==> src/design/key_window_watchdog_regs.vh <==
// register offsets, key codes, field positions and timing constants of the key window watchdog
`ifndef KEY_WINDOW_WATCHDOG_REGS_VH
`define KEY_WINDOW_WATCHDOG_REGS_VH

// register byte offsets
`define OFS_COMMAND_KEY 8'h00
`define OFS_TIMEOUT_CONFIG 8'h04
`define OFS_REFRESH_LIMIT 8'h10
`define OFS_COUNT_VALUE 8'h14

// key codes written to command_key
`define KEY_START 16'hCCCC
`define KEY_REFRESH 16'hAAAA
`define KEY_UNLOCK 16'h5555

// field positions
`define KEY_MSB 15
`define TIMEOUT_SELECT_MSB 2
`define GUARD_LIMIT_MSB 11

// reset values
`define RST_TIMEOUT_SELECT 3'h0
`define RST_GUARD_LIMIT 12'h000
`define RST_TICK_COUNT 12'h000

// timing: oscillator cycles per count, and shortest count length
`define OSC_PRESCALE 128
`define BASE_COUNT_LEN 13'h0020

`endif

==> src/design/level_sync.v <==
// two flip-flop synchroniser for a group of asynchronous levels
`timescale 1ns/1ps

module level_sync #(
	parameter WIDTH = 1
) (
	// clock and reset
	input wire sys_clk,
	input wire nrst,
	// levels
	input wire [WIDTH-1:0] async_in,
	output wire [WIDTH-1:0] sync_out
);

	reg [WIDTH-1:0] stage_a;
	reg [WIDTH-1:0] stage_b;

	// first stage is read only by the second stage, to let metastability settle
	always @(posedge sys_clk) begin
		if (!nrst) begin
			stage_a <= {WIDTH{1'b0}};
			stage_b <= {WIDTH{1'b0}};
		end else begin
			stage_a <= async_in;
			stage_b <= stage_a;
		end
	end

	assign sync_out = stage_b;

endmodule

==> src/design/key_window_watchdog.v <==
// independent key window watchdog: key register, protected setup and 12-bit up counter
`timescale 1ns/1ps
`include "key_window_watchdog_regs.vh"

module key_window_watchdog #(
	parameter PRESCALE = `OSC_PRESCALE,
	parameter ADDR_WIDTH = 8
) (
	// clock and reset
	input wire sys_clk,
	input wire nrst,
	// word register access
	input wire reg_sel,
	input wire reg_write,
	input wire [ADDR_WIDTH-1:0] reg_addr,
	input wire [31:0] reg_wdata,
	output reg [31:0] reg_rdata,
	output reg reg_ack,
	// low-speed oscillator and its enable
	input wire low_speed_osc,
	output reg osc_force_on,
	// power and debug state
	input wire debug_halt,
	input wire debug_freeze,
	input wire stop_mode,
	input wire stop_freeze_option,
	// system reset request
	output reg wdg_reset_req
);

	localparam PRE_W = 8;
	// last prescaler state, cut on purpose to the prescaler width
	localparam integer PRE_LAST_I = PRESCALE - 1;
	localparam [PRE_W-1:0] PRE_LAST = PRE_LAST_I[PRE_W-1:0];

	// synchronised asynchronous inputs
	wire [4:0] sync_lv;
	wire osc_s;
	wire dbg_halt_s;
	wire dbg_freeze_s;
	wire stop_s;
	wire stop_opt_s;

	// watchdog state
	reg osc_prev;
	reg started;
	reg unlocked;
	reg [PRE_W-1:0] prescale_cnt;
	reg [`GUARD_LIMIT_MSB:0] tick_count;
	reg [`TIMEOUT_SELECT_MSB:0] timeout_select;
	reg [`GUARD_LIMIT_MSB:0] guard_limit;

	// decoded strobes
	wire wr_cmd;
	wire wr_cfg;
	wire wr_win;
	wire [`KEY_MSB:0] key_in;
	wire is_start;
	wire is_refresh;
	wire is_unlock;
	wire osc_edge;
	wire frozen;
	wire count_en;
	wire step;
	wire [12:0] count_next;
	wire [12:0] over_len;
	wire window_bad;
	wire refresh_ok;
	wire refresh_bad;

	// overflow count length for a selector value
	function [12:0] count_len;
		input [`TIMEOUT_SELECT_MSB:0] sel;
		begin
			count_len = `BASE_COUNT_LEN << sel;
		end
	endfunction

	// register address match used by every decode
	function addr_hit;
		input [ADDR_WIDTH-1:0] addr;
		input [7:0] ofs;
		begin
			addr_hit = (addr == ofs[ADDR_WIDTH-1:0]);
		end
	endfunction

	// pins from outside this clock pass two flops first
	level_sync #(
		.WIDTH(5)
	) u_sync (
		.sys_clk(sys_clk),
		.nrst(nrst),
		.async_in({low_speed_osc, debug_halt, debug_freeze, stop_mode, stop_freeze_option}),
		.sync_out(sync_lv)
	);

	assign osc_s = sync_lv[4];
	assign dbg_halt_s = sync_lv[3];
	assign dbg_freeze_s = sync_lv[2];
	assign stop_s = sync_lv[1];
	assign stop_opt_s = sync_lv[0];

	// write decode: word writes only, no byte lanes exist
	assign wr_cmd = reg_sel && reg_write && addr_hit(reg_addr, `OFS_COMMAND_KEY);
	assign wr_cfg = reg_sel && reg_write && addr_hit(reg_addr, `OFS_TIMEOUT_CONFIG);
	assign wr_win = reg_sel && reg_write && addr_hit(reg_addr, `OFS_REFRESH_LIMIT);
	assign key_in = reg_wdata[`KEY_MSB:0];
	assign is_start = wr_cmd && (key_in == `KEY_START);
	assign is_refresh = wr_cmd && (key_in == `KEY_REFRESH);
	assign is_unlock = wr_cmd && (key_in == `KEY_UNLOCK);

	// oscillator rising edge becomes a one-cycle enable
	assign osc_edge = osc_s && !osc_prev;

	// debug hold and stop option freeze; sleep has no input at all
	assign frozen = (dbg_halt_s && dbg_freeze_s) || (stop_s && stop_opt_s);
	assign count_en = started && osc_edge && !frozen;
	assign step = count_en && (prescale_cnt == PRE_LAST);

	// 13-bit sum so the 4096 length is reachable on a 12-bit counter
	assign count_next = {1'b0, tick_count} + 13'h0001;
	assign over_len = count_len(timeout_select);

	// window check: zero window accepts any count
	assign window_bad = (guard_limit != `RST_GUARD_LIMIT) && (tick_count <= guard_limit);
	assign refresh_ok = started && is_refresh && !window_bad;
	assign refresh_bad = started && is_refresh && window_bad;

	// remember oscillator level for edge detection
	always @(posedge sys_clk) begin
		if (!nrst) begin
			osc_prev <= 1'b0;
		end else begin
			osc_prev <= osc_s;
		end
	end

	// run state: set by start key, cleared only by reset
	always @(posedge sys_clk) begin
		if (!nrst) begin
			started <= 1'b0;
			osc_force_on <= 1'b0;
		end else if (is_start) begin
			started <= 1'b1;
			osc_force_on <= 1'b1;
		end
	end

	// unlock follows the last key written to command_key
	always @(posedge sys_clk) begin
		if (!nrst) begin
			unlocked <= 1'b0;
		end else if (wr_cmd) begin
			unlocked <= is_unlock;
		end
	end

	// protected setup registers
	always @(posedge sys_clk) begin
		if (!nrst) begin
			timeout_select <= `RST_TIMEOUT_SELECT;
			guard_limit <= `RST_GUARD_LIMIT;
		end else begin
			if (wr_cfg && unlocked) begin
				timeout_select <= reg_wdata[`TIMEOUT_SELECT_MSB:0];
			end
			if (wr_win && unlocked) begin
				guard_limit <= reg_wdata[`GUARD_LIMIT_MSB:0];
			end
		end
	end

	// prescaler and counter; first start and good refresh restart from zero
	always @(posedge sys_clk) begin
		if (!nrst) begin
			prescale_cnt <= {PRE_W{1'b0}};
			tick_count <= `RST_TICK_COUNT;
		end else if ((is_start && !started) || refresh_ok) begin
			prescale_cnt <= {PRE_W{1'b0}};
			tick_count <= `RST_TICK_COUNT;
		end else if (count_en) begin
			if (step) begin
				prescale_cnt <= {PRE_W{1'b0}};
				tick_count <= count_next[`GUARD_LIMIT_MSB:0];
			end else begin
				prescale_cnt <= prescale_cnt + 8'h01;
			end
		end
	end

	// reset request is sticky until the system reset clears this block
	always @(posedge sys_clk) begin
		if (!nrst) begin
			wdg_reset_req <= 1'b0;
		end else if ((step && (count_next == over_len)) || refresh_bad) begin
			wdg_reset_req <= 1'b1;
		end
	end

	// read data registered one cycle after the access; key reads zero
	always @(posedge sys_clk) begin
		if (!nrst) begin
			reg_rdata <= 32'h00000000;
			reg_ack <= 1'b0;
		end else begin
			reg_ack <= reg_sel;
			reg_rdata <= 32'h00000000;
			if (reg_sel && !reg_write) begin
				if (addr_hit(reg_addr, `OFS_TIMEOUT_CONFIG)) begin
					reg_rdata <= {29'h00000000, timeout_select};
				end else if (addr_hit(reg_addr, `OFS_REFRESH_LIMIT)) begin
					reg_rdata <= {20'h00000, guard_limit};
				end else if (addr_hit(reg_addr, `OFS_COUNT_VALUE)) begin
					reg_rdata <= {20'h00000, tick_count};
				end
			end
		end
	end

endmodule

==> config.mk <==
export PLATFORM = sky130hd
export DESIGN_NAME = key_window_watchdog
export DESIGN_NICKNAME = d
export VERILOG_FILES = /design/src/design/level_sync.v /design/src/design/key_window_watchdog.v
export VERILOG_INCLUDE_DIRS = /design/src /design/src/design
export SDC_FILE = /design/constraint.sdc
export NUM_CORES = 1
export LEC_CHECK = 0
export ABC_AREA = 1
export CORE_ASPECT_RATIO = 1.5
export CORE_MARGIN = 5
export CORE_UTILIZATION = 55
export DETAILED_ROUTE_END_ITERATION = 8
export DONT_BUFFER_PORTS = 1
export PLACE_DENSITY_LB_ADDON = 0.08
export SKIP_CTS_REPAIR_TIMING = 1
export SLEW_MARGIN = 10
export SYNTH_ARGS = -nofsm -noshare
export SYNTH_HDL_FRONTEND = slang
export SYNTH_SLANG_ARGS = --single-unit
==> constraint.sdc <==
create_clock -name sys_clk -period 1.55 [get_ports sys_clk]
set_input_delay 0.0775 -clock sys_clk [delete_from_list [all_inputs] [get_ports sys_clk]]
set_output_delay 0.0775 -clock sys_clk [all_outputs]
set_load 0.02 [all_outputs]
==> impl_metrics.ini, run 1 <==
[power]
combPwrFrac = 0.063
p_sw_frac = 0.245
p_leak_uw = 0.00213
power_switching_uw = 843
power.internal_uw = 2590
p_per_area_nw_per_um2 = 676
ir_worst_vdd_mv = 0.654
p_total_uw = 3440
clkPwrFrac = 0.469
pwr-share-seq = 0.468

[yosys]
synth_edf_count = 0
avgSynthCellArea_um2 = 6.77
async_flop_share = 0
synth.top_cells.by_area = dfxtp_1 34%, inv_1 10%, nand2_1 9.6%
synthFlopType = dfxtp_1
netlist_area_um2 = 3610
seq_area_frac_synth = 0.344
ys_ff_latch = 62
synth.distinct_cells = 34
post-synth-top-count-cell = inv_1
synth_top_cell_by_area = dfxtp_1
yosysTopAreaCellShare = 0.344
yosys_warnings = 0
synth_common_cells = 100 x inv_1, 92 x nand2_1, 62 x dfxtp_1
synthCells = 533

[setup_path]
crit_path_top_delay_cell = dfxtp_2
cp_slowest_stage_delay_ps = 340
arrival_ps = 2040
worst_ep_required_time_ps = 1790
end_kind = register
startpoint_type = register
path_buf_inv = 2
criticalPathCategory = register to register
crit_top_cell = nand2_2
crit_path_cell_trace = inv_2 > ha_4 > nand2_4 > nor2_4 > and2_4 > nand2_2 > nand3_2 > nand2_2 > nand2_2 > nand2_2 > nand3_4 > clkbuf_16 > nor2_4
critPathTopFamily = simple AND/OR/NAND/NOR gates
path_max_fanout = 5

[timing]
fin_crit_ps = 1800
hold_viol_final = 5
fin_skew_ps = 9.66
fmax_ghz = 0.555
slew_viol_final = 0
worst_pin_slew_ps = 615
rsz0062_at_grt = true
relSlewSlack = 0.589
layout_setup_ws_ps = -251
hold_slack_ps = -55.8
setup_violations = 30
min_period_over_period = 1.16

[drt]
routed-via-count = 3869
drtAntennaViolNets = 0
drtPass1Iterations = 5
dr.first_iter.drc_count = 244
vias_per_cell = 5.40
wl_um = 11600
routedWlPerCell_um = 16.2
drc = 0

[floorplanning]
num_rows = 36
start_util = 0.560
die_y_um = 109
io_pins = 84
die-area_um2 = 8320
die_x_um = 76.1
core-area_um2 = 6440

[grt]
overflow = 0
grt_pass1_wl_um = 15900
grt_max_degree = 31
grt_pass1_vias = 3530
track_usage = 0.243
antenna_found_initial = 0

[clocking]
clock_latency_ps = 350
cts.sinks = 62
h-tree-depth = 3
cts_root_buf = clkbuf_8
cts_tree = done
clk_pin_slew_ps = 70
clockBufferDepth = 2
numCtsBuffers = 9

[run_status]
outcome = complete, but fails checks
violations = hold timing, setup timing

[place]
dp_hpwl_um = 7610
portBuffers = 0
gp_congestion = 0.917
place_inst = 666

[layout]
design.final.nets = 698
syn2layout_area_growth_pct = 40.8
drive_gt1_frac = 0.313
multi_input_area_um2 = 2230
diodes = 0
regArea_um2 = 1270
fin_cells = 716
fillers = 473

[flow_run]
cap_violations = 0

[min_path]
hold_class = input port to register
-- metrics by stage --
stage / hold WS (ps) / setup slack, ps / setup TNS, ps / instance area (um^2) / utilization
floorplan: 175 / 3.09 / 0 / 3700 / -
global route: 7.64 / -346 / -9180 / 5080 / 0.789
global placement: 175 / -209 / -4200 / 4110 / 0.637
finish: -55.8 / -251 / -5380 / 5080 / 0.789
CTS: -190 / -263 / -4930 / 4330 / 0.672
detailed placement: 178 / -230 / -4420 / 4110 / 0.637
-- worst register-to-register path, delay by kind of cell, from the launching register on --
family	cells	cell delay [ps]
fa+ha+maj	1	280
buf+inv	2	260
flops	1	340
simple gates	10	820
-- power groups by stage --
| stage | sequential, uW | clock (uW) | combinational, uW |
|---|---|---|---|
| after floorplan | 1650 | 0 | 147 |
| after global placement | 1650 | 0 | 115 |
| after detailed placement | 1650 | 0 | 117 |
| after CTS | 1610 | 1620 | 117 |
| after global routing | 1610 | 1700 | 234 |
| final | 1610 | 1610 | 217 |
-- area by class of cell --
| class | instances | share of cell area |
|---|---|---|
| multi-input cells | 360 | 0.439 |
| flip-flops and latches | 62 | 0.250 |
| repair buffers | 102 | 0.175 |
| inverters | 100 | 0.0738 |
| clock buffers | 9 | 0.0244 |
| clock inverters | 7 | 0.0192 |
| well taps | 76 | 0.0187 |
-- final timing paths --
check,from,endpoint,slack (ps),cells after the start
hold / removal,reg_wdata[0],guard_limit[0]$_SDFFE_PN0P_,-60,2
setup / recovery,guard_limit[11]$_SDFFE_PN0P_,prescale_cnt[4]$_SDFFE_PP0P_,-250,13
setup reg to reg,guard_limit[11]$_SDFFE_PN0P_,prescale_cnt[4]$_SDFFE_PP0P_,-250,13
hold reg to reg,u_sync.stage_a[1]$_SDFF_PN0_,u_sync.sync_out[1]$_SDFF_PN0_,420,2
-- placed cells by master (no fill, tap or decap), drive strengths merged, types with 2 or more instances in the layout --
cell type / n
a21oi: 29
buf: 74
bufinv: 2
clkbuf: 11
clkinv: 2
clkinvlp: 2
conb: 20
dfxtp: 62
dlygate4sd3: 26
ha: 14
inv: 101
nand2: 96
nand3: 47
nand3b: 2
nand4: 10
nor2: 68
nor3: 11
nor4: 4
o211ai: 3
o21ai: 32
o221ai: 2
o22ai: 9
or2: 4
xor2: 5
-- sequential cells by signal, summed over array words and instances, names as in the netlist --
register	count
u_sync.stage_a	5
guard_limit	12
reg_ack	1
started	1
wdg_reset_req	1
reg_rdata	12
unlocked	1
prescale_cnt	8
tick_count	12
u_sync.sync_out	5
osc_prev	1
timeout_select	3
-- kinds of logic (layout without fill, tap and decap cells) --
group / after synthesis / after routing / synth area share
buffers and inverters: 131 / 218 / 0.162
flip-flops: 62 / 62 / 0.344
multiplexers: 1 / 1 / 0.00277
XOR/XNOR: 5 / 5 / 0.0121
other: 1 / 20 / 0.00104
adder cells (fa/ha/maj): 14 / 14 / 0.0485
AO/OA/AOI/OAI: 77 / 77 / 0.115
AND/OR/NAND/NOR: 242 / 243 / 0.314
-- per-layer routing --
layer	share of wire	global-route usage	vias up
li1	-	-	1865
met4	0.052	0.170	0
met2	0.52	0.424	173
met3	0.058	0.0413	47
met1	0.37	0.267	1784
met5	0	0	-
Power figures use the tool's default switching activity.
==> run 2: changes to the inputs <==
Settings changed: MAX_ROUTING_LAYER from default to met4.
==> run 2 against run 1 <==
Effect of this change:
- the run still ends with hold timing, setup timing left
- non-clock buffer count unchanged
- largest power group unchanged
- utilization down 3.3 points
- final area decreased by 4.2%
- die area unchanged
- total power is 6.4% lower
- clock power is 13% lower
- routed wire length fell by 5.2%
- cell count did not move
==> impl_metrics.ini, run 2 (same netlist as run 1, synthesis figures left out) <==
[layout]
syn2layout_area_growth_pct = 34.9
layout_commonest_cell = inv_1
diodes = 0
final_cell_mix = 97 x inv_1, 88 x nand2_1, 74 x buf_4, 46 x dfxtp_1, 44 x nor2_1
drive_gt1_frac = 0.261
top_regs = guard_limit x12, reg_rdata x12, tick_count x12
fin_area_um2 = 4870
design.final.nets = 698

[setup_path]
startpoint_type = register
r2r_slack_ps = -270
end_kind = register
rr_endpoint = prescale_cnt[3]$_SDFFE_PP0P_
rr_worst_depth = 13
worst_ep_required_time_ps = 1800
regToRegStartpoint = guard_limit[11]$_SDFFE_PN0P_
path_max_fanout = 5
criticalPathCategory = register to register
arrival_ps = 2070

[clocking]
cts_root_buf = clkbuf_8
cts_tree = done
h-tree-depth = 3
clockBufferDepth = 2
clk_pin_slew_ps = 70
clock_latency_ps = 350
numCtsBuffers = 9
cts.sinks = 62

[floorplanning]
core-area_um2 = 6440
io_pins = 84
start_util = 0.560
die_x_um = 76.1
num_rows = 36
die_y_um = 109
die-area_um2 = 8320

[drt]
drtAntennaViolNets = 0
drtPass1Iterations = 5
wl_um = 11000
dr.first_iter.drc_count = 290
routed-via-count = 3826
routedWlPerCell_um = 15.4
drc = 0
vias_per_cell = 5.34

[place]
portBuffers = 0
place_area_um2 = 4110
gp_congestion = 0.889
dp_hpwl_um = 7540

[timing]
hold_slack_ps = -25.4
fin_skew_ps = 9.32
relSlewSlack = 0.584
rsz0062_at_grt = true
slew_viol_final = 0
hold_viol_final = 4
fmax_ghz = 0.549
fin_crit_ps = 1820
worst_pin_slew_ps = 621
setup_violations = 30
layout_setup_ws_ps = -272
finalSetupTns_ps = -5900
min_period_over_period = 1.18

[min_path]
hold_path_end = reg_rdata[1]$_SDFF_PN0_
hold_class = input port to register
worst_hold_startpoint = reg_write
hold_path_depth = 3

[grt]
overflow = 0
antenna_found_initial = 0
grt_pass1_wl_um = 15400
grt_max_degree = 31
track_usage = 0.243
grt_pass1_vias = 3367

[power]
ir_worst_vdd_mv = 0.730
p_per_area_nw_per_um2 = 661
p_leak_uw = 0.00209

[run_status]
violations = hold timing, setup timing
outcome = complete, but fails checks

[flow_run]
cap_violations = 0
run 2: cell type report:
| cell class | instances | area (um^2) |
|---|---|---|
| clock buffers | 10 | 128 |
| clock inverters | 6 | 62.6 |
| fillers | 504 | 1570 |
| inverters | 100 | 378 |
| multi-input cells | 360 | 2070 |
| flip-flops and latches | 62 | 1260 |
| well taps | 76 | 95.1 |
| repair buffers | 102 | 877 |
run 2: critical path, cell delays in order (launching register included):
cell	delay, ps
dfxtp_2	340
inv_2	60
ha_4	290
nand2_4	60
nor2_4	120
and2_4	160
nand2_1	50
nand3_1	70
nand2_1	80
nand2_1	80
nand2_2	60
nand3_4	130
clkbuf_16	180
nor2_1	40
run 2: how the worst max path moves through the flow:
stage	start	to	slack (ps)	cells past startpoint
floorplan	guard_limit[9]$_SDFFE_PN0P_	prescale_cnt[1]$_SDFFE_PP0P_	3	13
global placement	tick_count[0]$_SDFFE_PP0P_	tick_count[8]$_SDFFE_PP0P_	-190	14
detailed placement	tick_count[0]$_SDFFE_PP0P_	prescale_cnt[0]$_SDFFE_PP0P_	-270	14
CTS	tick_count[0]$_SDFFE_PP0P_	prescale_cnt[0]$_SDFFE_PP0P_	-290	14
global route	guard_limit[11]$_SDFFE_PN0P_	prescale_cnt[3]$_SDFFE_PP0P_	-330	13
finish	guard_limit[11]$_SDFFE_PN0P_	prescale_cnt[3]$_SDFFE_PP0P_	-270	13
run 2: layer usage:
metal	GRT usage	share of wire
met1	0.252	0.36
met2	0.422	0.52
met5	-	0
met3	0.0463	0.058
met4	0.150	0.062
run 2: report_power, final:
part	internal [uW]	switching, uW
Sequential	1610	5.88
Clock	736	664
Combinational	78.3	128
run 2: metrics by stage:
stage	total power [uW]	utilization	hold slack (ps)	instances	setup slack [ps]
final	3220	0.756	-25.4	716	-272
after global routing	3340	0.756	3.32	716	-327
after CTS	3150	0.667	-187	682	-293
after detailed placement	1770	0.637	178	666	-269
after global placement	1760	0.637	175	666	-194
after floorplan	1790	-	175	552	3.09
